$ cat src/csu_pkg.sv
// Shared constants and carriers for the capability seal and unseal unit
`default_nettype none
package csu_pkg;

	// Datapath widths
	localparam int CSU_XLEN = 64;
	localparam int CSU_TYPE_W = 4;
	localparam int CSU_REG_IDX_W = 5;

	// Positions in the permissions bitfield
	localparam int CSU_TYPE_LOCK_GRANT_BIT = 24;
	localparam int CSU_TYPE_OPEN_GRANT_BIT = 25;
	localparam int CSU_PERM_ZERO_LO = 26;

	// Wide scope flag values
	localparam logic CSU_SCOPE_GLOBAL = 1'b1;
	localparam logic CSU_SCOPE_LOCAL = 1'b0;

	// Type value of an unsealed capability
	localparam logic [CSU_TYPE_W-1:0] CSU_TYPE_UNSEALED = 4'h0;

	// Number of distinct failure causes reported
	localparam int CSU_FAIL_W = 8;

	// Failure cause bit positions
	localparam int CSU_F_SRC_SEALED = 0;
	localparam int CSU_F_AUTH_UNTAGGED = 1;
	localparam int CSU_F_NO_LOCK_GRANT = 2;
	localparam int CSU_F_NO_OPEN_GRANT = 3;
	localparam int CSU_F_OUT_OF_BOUNDS = 4;
	localparam int CSU_F_TYPE_UNREP = 5;
	localparam int CSU_F_PERM_CONFLICT = 6;
	localparam int CSU_F_TYPE_MISMATCH = 7;

	// Values after reset
	localparam logic [CSU_REG_IDX_W-1:0] CSU_RD_RESET = 5'h00;
	localparam logic [CSU_FAIL_W-1:0] CSU_FAIL_RESET = 8'h00;

	// Operation selector
	typedef enum logic [1:0] {
		CSU_OP_NONE = 2'b00,
		CSU_OP_SEAL = 2'b01,
		CSU_OP_UNSEAL = 2'b11
	} csu_op_e;

	// Decoded capability as carried in the pipeline
	typedef struct packed {
		logic tag;
		logic wide_scope_flag;
		logic [CSU_XLEN-1:0] perms;
		logic [CSU_TYPE_W-1:0] type_label_field;
		logic [CSU_XLEN-1:0] base;
		logic [CSU_XLEN:0] top;
		logic [CSU_XLEN-1:0] addr;
	} csu_cap_s;

	// One request from the execute stage
	typedef struct packed {
		logic valid;
		csu_op_e op;
		logic [CSU_REG_IDX_W-1:0] rd;
		csu_cap_s rs1;
		csu_cap_s rs2;
	} csu_req_s;

	// One answer towards writeback
	typedef struct packed {
		logic valid;
		logic [CSU_REG_IDX_W-1:0] rd;
		csu_cap_s cap;
		logic [CSU_FAIL_W-1:0] fail;
	} csu_resp_s;

	localparam csu_cap_s CSU_CAP_RESET = '0;
	localparam csu_resp_s CSU_RESP_RESET = '0;

endpackage : csu_pkg
`default_nettype wire

$ cat src/csu_seal_unit.sv
// Capability seal and unseal datapath with registered writeback port
// What this block does
// - Seal copies rs2 into rd with type set to the rs1 address.
// - Seal clears result tag when rs2 already carries a non-zero type.
// - Seal fails on untagged or out-of-bounds authority, or no lock grant.
// - Seal fails when rs1 address is not a type the encoding represents.
// - Seal fails when rs2 permissions cannot validly carry a sealed type.
// - Unseal copies rs2 into rd with its type field set to zero.
// - Unseal fails on untagged or out-of-bounds authority, or no open grant.
// - Unseal fails unless rs1 address exactly equals the rs2 type.
// - With locality support, unseal result is local if rs1 or rs2 is local.
// - Lock grant at bit 24, open grant bit 25, bits 26 up read zero.
// - Sentry type values get no exemption from sealing or unsealing.
// - Wide scope flag is one bit, one meaning global, zero local.
`default_nettype none
module csu_seal_unit #(
	parameter bit LOCALITY_EN = 1'b1,
	// Largest type value the encoding can hold on a sealed capability
	parameter logic [csu_pkg::CSU_XLEN-1:0] TYPE_MAX = 64'h000000000000000f,
	// Permissions rs2 must grant to be sealed at any non-zero type
	parameter logic [csu_pkg::CSU_XLEN-1:0] SEAL_REQ_PERMS = 64'h0,
	// Permissions rs2 must not grant to be sealed at any non-zero type
	parameter logic [csu_pkg::CSU_XLEN-1:0] SEAL_BAN_PERMS = 64'h0
) (
	// Clock and reset
	input wire logic clk_i,
	input wire logic resetn_i,
	// Request from the execute stage
	input wire csu_pkg::csu_req_s req_i,
	// Result towards the capability register file
	output csu_pkg::csu_resp_s resp_o,
	// Permissions bitfield of the result, as a permission read shows it
	output logic [csu_pkg::CSU_XLEN-1:0] resp_perm_view_o
);
	import csu_pkg::*;

	// Mask keeping only the defined permission bits
	localparam logic [CSU_XLEN-1:0] PERM_KEEP_MASK =
		(64'h1 << CSU_PERM_ZERO_LO) - 64'h1;

	csu_cap_s rs1;
	csu_cap_s rs2;
	logic is_seal;
	logic is_unseal;

	// Authority checks on rs1; lock grant is checked for seal only, open grant for unseal only
	logic auth_untagged;
	logic auth_out_of_bounds;
	logic auth_lock_grant;
	logic auth_open_grant;

	// Seal specific checks
	logic src_sealed;
	logic type_unrep;
	logic perm_conflict;

	// Unseal specific checks
	logic type_mismatch;

	logic [CSU_XLEN-1:0] rs2_perms_clean;
	logic [CSU_TYPE_W-1:0] new_type;
	logic [CSU_FAIL_W-1:0] fail_vec;
	logic new_scope;
	logic new_tag;

	csu_resp_s resp_reg;
	csu_resp_s resp_next;
	logic [CSU_XLEN-1:0] perm_view_reg;
	logic [CSU_XLEN-1:0] perm_view_next;

	assign rs1 = req_i.rs1;
	assign rs2 = req_i.rs2;
	assign is_seal = req_i.valid && (req_i.op == CSU_OP_SEAL);
	assign is_unseal = req_i.valid && (req_i.op == CSU_OP_UNSEAL);

	always_comb begin
		auth_untagged = !rs1.tag;
		// Top is one bit wider so a full-space authority still covers the
		// last address
		auth_out_of_bounds = (rs1.addr < rs1.base) ||
			({1'b0, rs1.addr} >= rs1.top);
		auth_lock_grant = rs1.perms[CSU_TYPE_LOCK_GRANT_BIT];
		auth_open_grant = rs1.perms[CSU_TYPE_OPEN_GRANT_BIT];
	end

	always_comb begin
		src_sealed = (rs2.type_label_field != CSU_TYPE_UNSEALED);
		// Zero is not a sealed type: sealing at it would yield an
		// unsealed result that looks like a success, so it is refused.
		// No range of values is set aside for sentries here.
		type_unrep = (rs1.addr == 64'h0) ||
			(rs1.addr > TYPE_MAX);
		perm_conflict = ((rs2.perms & SEAL_REQ_PERMS) != SEAL_REQ_PERMS) ||
			((rs2.perms & SEAL_BAN_PERMS) != 64'h0);
	end

	always_comb begin
		// Exact comparison over the full width; a wide authority range
		// gives no match on its own
		type_mismatch = (rs1.addr !=
			{{(CSU_XLEN-CSU_TYPE_W){1'b0}}, rs2.type_label_field});
	end

	always_comb begin
		fail_vec = CSU_FAIL_RESET;
		if (is_seal) begin
			fail_vec[CSU_F_SRC_SEALED] = src_sealed;
			fail_vec[CSU_F_AUTH_UNTAGGED] = auth_untagged;
			fail_vec[CSU_F_NO_LOCK_GRANT] = !auth_lock_grant;
			fail_vec[CSU_F_OUT_OF_BOUNDS] = auth_out_of_bounds;
			fail_vec[CSU_F_TYPE_UNREP] = type_unrep;
			fail_vec[CSU_F_PERM_CONFLICT] = perm_conflict;
		end else if (is_unseal) begin
			fail_vec[CSU_F_AUTH_UNTAGGED] = auth_untagged;
			fail_vec[CSU_F_NO_OPEN_GRANT] = !auth_open_grant;
			fail_vec[CSU_F_OUT_OF_BOUNDS] = auth_out_of_bounds;
			fail_vec[CSU_F_TYPE_MISMATCH] = type_mismatch;
		end
	end

	always_comb begin
		// Undefined upper permission bits never leak into a result
		rs2_perms_clean = rs2.perms & PERM_KEEP_MASK;
		new_type = rs2.type_label_field;
		new_scope = rs2.wide_scope_flag;
		if (is_seal) begin
			// Truncation only matters on failure, when the tag is gone
			new_type = rs1.addr[CSU_TYPE_W-1:0];
		end else if (is_unseal) begin
			new_type = CSU_TYPE_UNSEALED;
			if (LOCALITY_EN &&
				(rs1.wide_scope_flag == CSU_SCOPE_LOCAL)) begin
				new_scope = CSU_SCOPE_LOCAL;
			end
		end
		// A check failure only drops the tag; nothing is trapped
		new_tag = rs2.tag && (fail_vec == CSU_FAIL_RESET);
	end

	always_comb begin
		resp_next = resp_reg;
		perm_view_next = perm_view_reg;
		resp_next.valid = is_seal || is_unseal;
		if (is_seal || is_unseal) begin
			resp_next.rd = req_i.rd;
			resp_next.cap.tag = new_tag;
			resp_next.cap.wide_scope_flag = new_scope;
			resp_next.cap.perms = rs2_perms_clean;
			resp_next.cap.type_label_field = new_type;
			resp_next.cap.base = rs2.base;
			resp_next.cap.top = rs2.top;
			resp_next.cap.addr = rs2.addr;
			resp_next.fail = fail_vec;
			perm_view_next = rs2_perms_clean;
		end
	end

	always_ff @(posedge clk_i or negedge resetn_i) begin
		if (!resetn_i) begin
			resp_reg <= CSU_RESP_RESET;
			perm_view_reg <= 64'h0;
		end else begin
			resp_reg <= resp_next;
			perm_view_reg <= perm_view_next;
		end
	end

	assign resp_o = resp_reg;
	assign resp_perm_view_o = perm_view_reg;

endmodule : csu_seal_unit
`default_nettype wire

$ cat config.mk
export PLATFORM = sky130hd
export DESIGN_NAME = csu_seal_unit
export DESIGN_NICKNAME = d
export VERILOG_FILES = /design/src/csu_pkg.sv /design/src/csu_seal_unit.sv
export SDC_FILE = /design/constraint.sdc
export NUM_CORES = 1
export LEC_CHECK = 0
export BUFFER_PORTS_ARGS = -buffer_cell sky130_fd_sc_hd__buf_2
export CORE_AREA = 2 2 337 339
export DETAILED_ROUTE_END_ITERATION = 6
export DIE_AREA = 0 0 339 341
export GPL_ROUTABILITY_DRIVEN = 0
export HOLD_SLACK_MARGIN = 0.08
export PLACE_DENSITY = 0.37
export SLEW_MARGIN = 10
export SYNTH_ARGS = -nofsm -noshare
export SYNTH_HDL_FRONTEND = slang
export SYNTH_SLANG_ARGS = --single-unit
export TNS_END_PERCENT = 10
$ cat constraint.sdc
create_clock -name clk_i -period 0.8 [get_ports clk_i]
set_input_delay 0.08 -clock clk_i [delete_from_list [all_inputs] [get_ports clk_i]]
set_output_delay 0.08 -clock clk_i [all_outputs]
set_load 0.01 [all_outputs]
==> results of run 1 <==
-- cell usage after synthesis, types with 3 or more instances --
library cell / number / share of area, %
clkbuf_1: 43 / 1.2
and4_1: 4 / 0.27
or4_1: 3 / 0.17
nand2_1: 710 / 20
a211oi_1: 8 / 0.46
nor3_1: 3 / 0.12
buf_4: 103 / 5.9
nand4_1: 25 / 1.2
a21o_1: 15 / 0.86
a221oi_1: 3 / 0.20
o211ai_1: 4 / 0.23
nor4_1: 17 / 0.82
dfrtp_1: 238 / 46
ha_1: 127 / 12
a21oi_1: 44 / 1.7
o21ai_1: 12 / 0.46
inv_1: 130 / 3.7
nor2_1: 21 / 0.60
o31ai_1: 5 / 0.29
buf_1: 10 / 0.29
o21ai_0: 16 / 0.61
nand3_1: 16 / 0.61
-- timing repair --
item | 4_1_cts | 5_1_grt
setup buffers | 5 | 6
endpoints found under the hold margin | 474 | 6
pin swaps | 21 | 20
setup endpoints to repair | 269 | 280
gates cloned | 0 | 0
gates resized for setup | 121 | 75
-- worst reg2reg max path, stage by stage, from the launching register on --
cell and delay [ps]:
dfrtp_1 380, buf_4 130, a32o_1 200
-- where the power goes --
group,leakage (µW),internal [µW],switching [µW]
Clock,0.000558,9220,6270
Combinational,0.00927,5500,5610
Sequential,0.00294,13500,967
-- metrics by stage --
| stage | instances | cell area, µm² | setup slack (ps) | setup TNS [ps] | hold slack [ps] |
|---|---|---|---|---|---|
| after floorplan | 1661 | 13580 | -910.7 | -36000 | -215.6 |
| after global placement | 3846 | 19260 | -1448 | -113060 | -109.9 |
| after detailed placement | 3846 | 19260 | -1471 | -113670 | -109.1 |
| after CTS | 4147 | 23450 | -668.4 | -116270 | 27.36 |
| after global routing | 4155 | 23880 | -777.7 | -117510 | 77.66 |
| final | 4155 | 23880 | -734.8 | -98760 | 87.00 |
-- cells by family (layout without fill, tap and decap cells) --
logic type	count (synthesis)	after routing	share of synthesized area [%]
multiplexers	1	1	0.08633
buffers and inverters	287	1279	11.22
AND/OR/NAND/NOR	807	807	24.88
adder cells (fa/ha/maj)	127	127	12.18
other	1	79	0.02875
AO/OA/AOI/OAI	120	120	5.670
flip-flops	238	238	45.66
XOR/XNOR	4	4	0.2687
-- final timing paths --
path | startpoint | to | slack (ps) | cells after the start
max in group asynchronous | resetn_i | resp_o[217]$_DFFE_PN0P_ | 40 | 3
max | req_i[306] | resp_o[270]$_DFFE_PN0P_ | -730 | 10
min in group clk_i | req_i[193] | resp_o[7]$_DFFE_PN0P_ | 90 | 5
max reg2reg | resp_o[270]$_DFFE_PN0P_ | resp_o[270]$_DFFE_PN0P_ | -20 | 2
min reg2reg | resp_o[16]$_DFFE_PN0P_ | resp_o[16]$_DFFE_PN0P_ | 470 | 2
min | resetn_i | resp_o[107]$_DFFE_PN0P_ | 90 | 3
-- metal layers --
metal,vias up,global-route usage (%)
met5,-,0
met3,91,3.404
met2,494,18.95
met1,6430,11.76
met4,6,4.056
li1,6967,-
-- area by class of cell --
type / instances / share of cell area, %
timing repair buffer: 1089 / 33.55
tap: 1500 / 7.860
sequential: 238 / 24.96
inverter: 131 / 2.164
clock inverter: 13 / 0.7389
antenna: 2 / 0.02096
clock buffer: 46 / 4.045
multi-input combinational: 1136 / 26.66
==> impl_summary.log, run 1 <==
INFO  metric outcome = finished, violations left
INFO  metric failed_checks = setup timing
INFO  metric overflow = 0
INFO  metric crit_path_cell_chain = buf_6, buf_6, ha_4, nand4_1, nor2_1, a221o_1, a211o_4, a311oi_2, o21ai_2, a32o_1
INFO  metric crit_buf_inv = 2
INFO  metric design.die.area = 115,600 µm²
INFO  metric total_length_of_routed_met2_wires = 31,730 µm
INFO  metric yosysUniqueCellTypes = 44
INFO  metric timing_max_transition_violations_final = 0
INFO  metric max_cap_violations = 0
INFO  metric layout.area.seq = 5961 µm²
INFO  metric core_area = 111,900 µm²
INFO  metric yosys_most_used_dff = dfrtp_1
INFO  metric max_layer_used = met5
INFO  metric ys_async_sr_fraction = 100.0%
INFO  metric m1WireLength = 24,810 µm
INFO  metric cpPeakStageDelay = 330 ps
INFO  metric fin_crit = 1535 ps
INFO  metric critPathArrivalTime = 1990 ps
INFO  metric numClockSinks = 238
INFO  metric grt_setup_unrepaired = true
INFO  metric timing.critical_path.max_delay_family = compound AO/OA/AOI/OAI gates
INFO  metric power.ir.vdd_worst = 908.0 µV
INFO  metric groute.usage.overall = 10.65%
INFO  metric grt_start_max_net_pins = 96
INFO  metric drt-initial-drc-count = 385
INFO  metric layout-drive-gt1-share = 36.90%
INFO  metric root_buffer = clkbuf_16
INFO  metric critical_path.most_common_cell = buf_6
INFO  metric synth_cells = 1,585
INFO  metric drt_pre_antenna_iters = 5
INFO  metric final_hold_viol_count = 0
INFO  metric buffer_ports.inserted = 695
INFO  metric power-per-cell-area = 1722 nW/µm²
INFO  metric grt_antenna_before_repair = 5
INFO  metric finalCritPeriodShare = 191.8%
INFO  metric tritoncts_clock_tree = yes
INFO  metric hpwlAfterDp = 51,580 µm
INFO  metric hold_crit_class = in -> async
INFO  metric leakagePower = 0.01277 µW
INFO  metric synth_area_per_cell = 8.229 µm²
INFO  metric max-clock-path-buffers = 3
INFO  metric cts_inserted_buffers = 34
INFO  metric clkTransAtPathRegs = 60 ps
INFO  metric num-fill-cells = 12,530
INFO  metric total_power = 41,110 µW
INFO  metric layout.cells.most_common = nand2_1
INFO  metric cp_data_required_time = 1250 ps
INFO  metric number_of_global_route_vias_before_repair = 14,810
INFO  metric setup.worst_path.end_class = flop
INFO  metric slew-limit-headroom = 54.54%
INFO  metric totalWireLength = 63,390 µm
INFO  metric number_of_flip_flops_in_the_largest_register = 238
INFO  metric routed_wire_length_per_instance = 15.26 µm
INFO  metric die_width = 339 µm
INFO  metric setup_viol = 268
INFO  metric finish.net_count = 3,293
INFO  metric drc = 0
INFO  metric grt_first_pass_wirelength = 93,400 µm
INFO  metric io_pins = 877
INFO  metric postLayoutCoreUtil = 21.34%
INFO  metric row_count = 123
INFO  metric achievable-frequency = 651.6 MHz
INFO  metric clk-insertion-delay-late = 560 ps
INFO  metric detailroute.via_count = 13,990
INFO  metric avgViaCountPerCell = 3.367
INFO  metric seq_area_frac_synth = 45.66%
INFO  metric antenna_left = 0
INFO  metric fp.dieH = 341 µm
INFO  metric setup.worst_path.class = in -> reg
INFO  metric ys_ff_latch = 238
INFO  metric yosys_warnings = 0
INFO  metric htree_levels = 2
INFO  metric timing.critical_path.from_type = primary input
INFO  metric area_growth_syn_to_layout = 83.07%
INFO  metric setup_skew_after_layout = 0 ps
INFO  metric timing_worst_slew_pin_value = 681.9 ps
INFO  metric worst_slack = -734.8 ps
INFO  metric cp_slowest_cell = a221o_1
INFO  metric timing.critical_path.fanout_max = 3
INFO  metric multi_input_comb_area = 6365 µm²
INFO  metric hold_buffer_count_at_cts = 237
INFO  metric post_synth_instance_area = 13,040 µm²
INFO  metric synth-edff-count = 0
INFO  metric floorplan.initialDensity = 11.66%
INFO  metric wl_met3 = 4681 µm
INFO  metric layout_common_cells = 708 x nand2_1, 581 x buf_2, 236 x dlygate4sd3_1
Power figures use the tool's default switching activity.
==> run 2: changes to the inputs <==
--- a/config.mk
+++ b/config.mk
@@ -7,6 +7,7 @@
 export LEC_CHECK = 0
 export BUFFER_PORTS_ARGS = -buffer_cell sky130_fd_sc_hd__buf_2
 export CORE_AREA = 2 2 337 339
+export CTS_BUF_LIST = sky130_fd_sc_hd__clkbuf_4 sky130_fd_sc_hd__clkbuf_8 sky130_fd_sc_hd__clkbuf_16
 export DETAILED_ROUTE_END_ITERATION = 6
 export DIE_AREA = 0 0 339 341
 export GPL_ROUTABILITY_DRIVEN = 0
==> constraint.sdc (replaced) <==
create_clock -name clk_i -period 1.9 [get_ports clk_i]
set_input_delay 0.19 -clock clk_i [delete_from_list [all_inputs] [get_ports clk_i]]
set_output_delay 0.19 -clock clk_i [all_outputs]
set_load 0.01 [all_outputs]
==> run 2 against run 1 <==
Against the previous run:
- the flow now finishes without violations
- critical path depth stayed put
- combinational power is 62% lower
- cell count is 0.79% lower
- die area stayed put
- global-route usage is 0.43 points higher
- routed wire length is 4.9% higher
- sequential power is 58% lower
- non-clock buffer count is 35 lower
- first-iteration DRC count is 38% higher
- critical path type unchanged
- critical endpoint unchanged
- largest cell class unchanged
- largest power group unchanged
==> impl_summary.log, run 2 (same netlist as run 1, synthesis figures left out) <==
INFO  metric outcome = completed (was finished, violations left)
INFO  metric groute.usage.overall = 11.08% (was 10.65%)
INFO  metric cp_slowest_cell = a21oi_1 (was a221o_1)
INFO  metric layout.cells.most_common = nand2_1 (unchanged)
INFO  metric grt_setup_unrepaired = false (was true)
INFO  metric multi_input_comb_area = 5942 µm² (was 6365 µm²)
INFO  metric setup.worst_path.class = in -> reg (unchanged)
INFO  metric timing_worst_slew_pin_value = 637.9 ps (was 681.9 ps)
INFO  metric totalNegativeSetupSlack = 0 ps (was -98,760 ps)
INFO  metric finish.net_count = 3,255 (was 3,293)
INFO  metric max_cap_violations = 0 (unchanged)
INFO  metric critPathArrivalTime = 2400 ps (was 1990 ps)
INFO  metric drt-initial-drc-count = 533 (was 385)
INFO  metric setup.worst_path.end_class = flop (unchanged)
INFO  metric drt_pre_antenna_iters = 5 (unchanged)
INFO  metric setup_viol = 0 (was 268)
INFO  metric routed_wire_length_per_instance = 16.13 µm (was 15.26 µm)
INFO  metric htree_levels = 1 (was 2)
INFO  metric die_width = 339 µm (unchanged)
INFO  metric root_buffer = clkbuf_16 (unchanged)
INFO  metric layout-drive-gt1-share = 33.66% (was 36.90%)
INFO  metric overflow = 0 (unchanged)
INFO  metric timing_max_transition_violations_final = 0 (unchanged)
INFO  metric number_of_flip_flops_in_the_largest_register = 238 (unchanged)
INFO  metric leakagePower = 0.01234 µW (was 0.01277 µW)
INFO  metric finalCritPeriodShare = 96.42%
INFO  metric cts_inserted_buffers = 31 (was 34)
INFO  metric crit_path_cell_chain = buf_2, buf_4, ha_1, a211oi_1, o221ai_1, a21oi_1, o211ai_1, a31oi_1, o31a_1, a32o_1 (was buf_6, buf_6, ha_4, nand4_1, nor2_1, a221o_1, a211o_4, a311oi_2, o21ai_2, a32o_1)
INFO  metric row_count = 123 (unchanged)
INFO  metric area_growth_syn_to_layout = 71.34% (was 83.07%)
INFO  metric hold_crit_class = in -> reg (was in -> async)
INFO  metric numClockSinks = 238 (unchanged)
INFO  metric finished_cell_area = 22,350 µm² (was 23,880 µm²)
INFO  metric cp_data_required_time = 2470 ps (was 1250 ps)
INFO  metric antenna_left = 0 (unchanged)
INFO  metric max-clock-path-buffers = 3 (unchanged)
INFO  metric grt_first_pass_wirelength = 95,530 µm (was 93,400 µm)
INFO  metric grt_start_max_net_pins = 95 (was 96)
INFO  metric totalWireLength = 66,490 µm (was 63,390 µm)
INFO  metric number_of_global_route_vias_before_repair = 14,300 (was 14,810)
INFO  metric clk-insertion-delay-late = 620 ps (was 560 ps)
INFO  metric core_area = 111,900 µm² (unchanged)
INFO  metric grt_antenna_before_repair = 9 (was 5)
INFO  metric clkTransAtPathRegs = 60 ps (about the same)
INFO  metric buffer_ports.inserted = 695 (unchanged)
INFO  metric floorplan.initialDensity = 11.66% (unchanged)
INFO  metric hpwlAfterDp = 53,850 µm (was 51,580 µm)
INFO  metric design.die.area = 115,600 µm² (unchanged)
INFO  metric tritoncts_clock_tree = yes (unchanged)
INFO  metric fin_crit = 1832 ps
INFO  metric detailroute.via_count = 13,960 (was 13,990)
INFO  metric drc = 0 (unchanged)
INFO  metric final_hold_viol_count = 0 (unchanged)
INFO  metric cpPeakStageDelay = 350 ps (was 330 ps)
INFO  metric power.ir.vdd_worst = 518.8 µV (was 908.0 µV)
INFO  metric avgViaCountPerCell = 3.386 (was 3.367)
INFO  metric timing.critical_path.from_type = primary input (unchanged)
INFO  metric total_length_of_routed_met2_wires = 31,470 µm (was 31,730 µm)
INFO  metric achievable-frequency = 545.9 MHz
INFO  metric num-fill-cells = 12,670 (was 12,530)
INFO  metric timing.critical_path.fanout_max = 4 (was 3)
INFO  metric max_layer_used = met5 (unchanged)
INFO  metric slew-limit-headroom = 57.47% (was 54.54%)
INFO  metric wl_met3 = 4607 µm (was 4681 µm)
INFO  metric setup_skew_after_layout = 0 ps (unchanged)
INFO  metric layout.area.seq = 5956 µm² (was 5961 µm²)
INFO  metric io_pins = 877 (unchanged)
INFO  metric fp.dieH = 341 µm (unchanged)
INFO  metric layout_common_cells = 709 x nand2_1, 694 x buf_2, 240 x dlygate4sd3_1 (was 708 x nand2_1, 581 x buf_2, 236 x dlygate4sd3_1)
INFO  metric m1WireLength = 28,440 µm (was 24,810 µm)
INFO  metric power-per-cell-area = 751.1 nW/µm² (was 1722 nW/µm²)
INFO  metric dpl-instance-area = 18,770 µm² (was 19,260 µm²)
run 2: routing by layer:
layer,vias to the layer above,GRT usage (%)
li1,6896,-
met1,6498,13.75
met2,479,18.55
met3,80,2.936
met4,4,3.667
met5,-,0
run 2: cell type report:
class | count | share of cell area, %
Inverter | 131 | 2.234
Timing Repair Buffer | 1054 | 30.97
Multi-Input combinational cell | 1136 | 26.59
Antenna cell | 5 | 0.05599
Tap cell | 1500 | 8.399
Clock inverter | 12 | 0.8399
Sequential cell | 238 | 26.65
Clock buffer | 46 | 4.255
run 2: worst paths after layout:
check,startpoint,endpoint,slack (ps),cells past startpoint
min in group asynchronous,resetn_i,resp_o[153]$_DFFE_PN0P_,150,3
worst max-delay path,req_i[265],resp_o[270]$_DFFE_PN0P_,70,10
worst max register to register,resp_o[201]$_DFFE_PN0P_,resp_o[201]$_DFFE_PN0P_,740,3
max in group asynchronous,resetn_i,resp_o[172]$_DFFE_PN0P_,1310,4
worst min-delay path,req_i[531],resp_o[85]$_DFFE_PN0P_,140,5
worst min register to register,resp_o[16]$_DFFE_PN0P_,resp_o[16]$_DFFE_PN0P_,470,2
run 2: where the power goes:
part           internal [µW]  total (µW)  switching [µW]
Combinational           1860        4190            2330
Sequential              5700        6040             342
Clock                   4010        6560            2550
Total                  11600       16800            5220
run 2: per-stage QoR:
step | power (µW) | setup WS, ps | hold slack, ps | std cells | utilization (%)
CTS | 17200 | 211.6 | 85.79 | 4117 | 19.96
global route | 17810 | 73.33 | 120.6 | 4121 | 19.97
global placement | 9969 | -481.8 | 80.44 | 3818 | 16.78
finish | 16780 | 68.00 | 136.7 | 4122 | 19.97
floorplan | 7872 | 2.933 | -105.6 | 1661 | -
detailed placement | 9960 | -500.7 | 82.49 | 3818 | 16.78
run 2: repair_timing:
action,in CTS,in global routing
endpoints found under the hold margin,472,0
buffers inserted,0,0
resized for setup,0,0
hold buffers,241,0
run 2: critical path, delay by kind of cell:
| kind | cells | cell delay, ps |
|---|---|---|
| buffers and inverters | 2 | 270 |
| AOI/OAI and AO/OA | 7 | 1630 |
| adders and majority gates | 1 | 310 |
==> run 3: changes to the inputs <==
--- a/config.mk
+++ b/config.mk
@@ -12,7 +12,6 @@
 export DIE_AREA = 0 0 339 341
 export GPL_ROUTABILITY_DRIVEN = 0
 export HOLD_SLACK_MARGIN = 0.08
-export PLACE_DENSITY = 0.37
 export SLEW_MARGIN = 10
 export SYNTH_ARGS = -nofsm -noshare
 export SYNTH_HDL_FRONTEND = slang
==> run 3 against run 2 <==
Against the previous run:
- worst hold slack better by 59 ps
- sequential power hardly changed
- fmax is 2.6% higher
- sequential cell count unchanged
- combinational power is 2% lower
- power decreased by 4.6%
- setup slack improved by 46 ps
- first-iteration DRC count rose by 7.5%
- utilization down 0.16 points
- clock-buffer cell count is 6 lower
- clock power shrank 11%
- register-to-register slack lost 30 ps
- largest power group is now sequential cells
==> impl_summary.log, run 3 (same netlist as run 1, synthesis figures left out) <==
INFO  metric p_sw_share = 31.03% (was 31.08%)
INFO  metric fin_worst_hold_slack = 195.6 ps (was 136.7 ps)
INFO  metric clkPwrFrac = 36.5% (was 39.1%)
INFO  metric max-clock-path-buffers = 3 (unchanged)
INFO  metric drc = 0 (unchanged)
INFO  metric finished_cell_area = 22,160 µm² (was 22,350 µm²)
INFO  metric drt_pre_antenna_iters = 6 (was 5)
INFO  metric timing_worst_slew_pin_value = 964.6 ps (was 637.9 ps)
INFO  metric cp_data_required_time = 2370 ps (was 2470 ps)
INFO  metric slew-limit-headroom = 35.69% (was 57.47%)
INFO  metric floorplan.initialDensity = 11.66% (unchanged)
INFO  metric outcome = completed (unchanged)
INFO  metric tritoncts_clock_tree = yes (unchanged)
INFO  metric groute.usage.overall = 9.793% (was 11.08%)
INFO  metric cts_inserted_buffers = 29 (was 31)
INFO  metric power.ir.vdd_worst = 588.7 µV (was 518.8 µV)
INFO  metric layout-drive-gt1-share = 33.29% (was 33.66%)
INFO  metric clk-insertion-delay-late = 580 ps (was 620 ps)
INFO  metric critPathArrivalTime = 2260 ps (was 2400 ps)
INFO  metric layout_common_cells = 709 x nand2_1, 694 x buf_2, 242 x dlygate4sd3_1 (was 709 x nand2_1, 694 x buf_2, 240 x dlygate4sd3_1)
INFO  metric max_cap_violations = 0 (unchanged)
INFO  metric detailroute.via_count = 14,440 (was 13,960)
INFO  metric setup.worst_path.end_class = flop (unchanged)
INFO  metric placed_cells_incl_taps = 3,809 (was 3,818)
INFO  metric layout.cells.most_common = nand2_1 (unchanged)
INFO  metric totalWireLength = 59,800 µm (was 66,490 µm)
INFO  metric worst_slack = 114.5 ps (was 68.00 ps)
INFO  metric grt_first_pass_wirelength = 86,520 µm (was 95,530 µm)
INFO  metric finalCritPeriodShare = 93.97% (was 96.42%)
INFO  metric overflow = 0 (unchanged)
INFO  metric setup_viol = 0 (unchanged)
INFO  metric area_growth_syn_to_layout = 69.93% (was 71.34%)
INFO  metric fp.dieH = 341 µm (unchanged)
INFO  metric htree_levels = 1 (unchanged)
INFO  metric avgViaCountPerCell = 3.514 (was 3.386)
INFO  metric dpl-instance-area = 18,700 µm² (was 18,770 µm²)
INFO  metric antenna_left = 0 (unchanged)
INFO  metric switchingPower = 4969 µW (was 5216 µW)
INFO  metric setup_skew_after_layout = 0 ps (unchanged)
INFO  metric power.combinational.fraction = 25.6% (was 25.0%)
INFO  metric buffer_ports.inserted = 695 (unchanged)
INFO  metric design.die.area = 115,600 µm² (unchanged)
INFO  metric core_area = 111,900 µm² (unchanged)
INFO  metric setup.worst_path.class = in -> reg (unchanged)
INFO  metric timing.critical_path.from_type = primary input (unchanged)
INFO  metric root_buffer = clkbuf_16 (unchanged)
INFO  metric number_of_global_route_vias_before_repair = 14,520 (was 14,300)
INFO  metric fin_crit = 1786 ps (was 1832 ps)
INFO  metric achievable-frequency = 560.1 MHz (was 545.9 MHz)
INFO  metric grt_start_max_net_pins = 156 (was 95)
INFO  metric number_of_flip_flops_in_the_largest_register = 238 (unchanged)
INFO  metric finish.net_count = 3,246 (was 3,255)
INFO  metric hold_crit_class = in -> async (was in -> reg)
INFO  metric routed_wire_length_per_instance = 14.56 µm (was 16.13 µm)
INFO  metric leakagePower = 0.01223 µW (was 0.01234 µW)
INFO  metric io_pins = 877 (unchanged)
INFO  metric num-fill-cells = 12,310 (was 12,670)
INFO  metric numClockSinks = 238 (unchanged)
INFO  metric pre_cts_slack = -554.2 ps (was -500.7 ps)
INFO  metric pwr-share-seq = 37.9% (was 36.0%)
INFO  metric hpwlAfterDp = 46,350 µm (was 53,850 µm)
INFO  metric grt_antenna_before_repair = 9 (unchanged)
INFO  metric grt_setup_unrepaired = false (unchanged)
INFO  metric number_of_setup_buffers_added_after_cts = 0 (unchanged)
INFO  metric finalNonFillerCells = 4,108 (was 4,122)
INFO  metric timing.critical_path.fanout_max = 3 (was 4)
INFO  metric clkTransAtPathRegs = 60 ps (about the same)
INFO  metric row_count = 123 (unchanged)
INFO  metric internal_power = 11,040 µW (was 11,570 µW)
INFO  metric final_hold_viol_count = 0 (unchanged)
INFO  metric drt-initial-drc-count = 573 (was 533)
INFO  metric power-per-cell-area = 722.5 nW/µm² (was 751.1 nW/µm²)
INFO  metric die_width = 339 µm (unchanged)
INFO  metric timing_max_transition_violations_final = 0 (unchanged)
run 3: cell count changes in the layout (fill, tap and decap cells not counted), sizes merged:
cell         delta
buf             -9
clkbuf          -6
dlygate4sd3     +2
clkinvlp        -1
diode           -1
inv             -1
bufinv          -1
clkinv          +3
run 3: metal layers:
| metal | wire length, µm | track usage, % | part of all wire [%] |
|---|---|---|---|
| met3 | 4934 | 3.008 | 8.3 |
| met5 | 44 | 0 | 0.074 |
| met2 | 27890 | 16.17 | 47 |
| met1 | 24390 | 11.76 | 41 |
| met4 | 2551 | 4.102 | 4.3 |
run 3: timing repair:
| item | CTS | global route |
|---|---|---|
| gates resized for setup | 0 | 1 |
| hold endpoints to repair | 472 | 0 |
| endpoints found under the setup margin | 0 | 2 |
| hold buffers | 243 | 0 |
run 3: worst paths after layout:
path | from | end | slack [ps] | depth (start not counted)
worst max-delay path | req_i[266] | resp_o[270]$_DFFE_PN0P_ | 110 | 9
worst min-delay path | resetn_i | resp_o[56]$_DFFE_PN0P_ | 200 | 3
worst max register to register | resp_o[2]$_DFFE_PN0P_ | resp_o[2]$_DFFE_PN0P_ | 710 | 3
worst min register to register | resp_o[167]$_DFFE_PN0P_ | resp_o[167]$_DFFE_PN0P_ | 470 | 2
max in group asynchronous | resetn_i | resp_o[4]$_DFFE_PN0P_ | 1280 | 4
min in group clk_i | req_i[531] | resp_o[76]$_DFFE_PN0P_ | 240 | 5
run 3: power groups by stage:
stage               sequential (µW)  clock, µW  combinational [µW]
floorplan                      6420          0                1450
global placement               6120          0                3650
detailed placement             6120          0                3690
CTS                            6050       6100                4110
global route                   6140       6260                4520
finish                         6070       5840                4100
run 3: worst max-delay path, cell delays in order:
cell	delay (ps)
buf_2	110
buf_4	140
dlygate4sd3_1	570
nor4_1	280
nor2_1	70
a41oi_1	430
nor4_2	80
buf_4	150
a32o_1	240
run 3: stage by stage:
stage,TNS (ps),power [µW],util [%]
after floorplan,0,7872,-
after global placement,-1483,9762,16.72
after detailed placement,-1468,9818,16.72
after CTS,0,16250,19.79
after global routing,0,16920,19.81
final,0,16010,19.81
run 3: area by class of cell:
type,count,area [µm²],area share (%)
Multi-Input combinational cell,1136,5948,26.84
Clock buffer,40,839.6,3.788
Timing Repair Buffer,1047,6874,31.02
Clock inverter,12,161.4,0.7283
Antenna cell,4,10.01,0.04516
Inverter,131,496.7,2.241
Tap cell,1500,1877,8.468
Sequential cell,238,5956,26.87
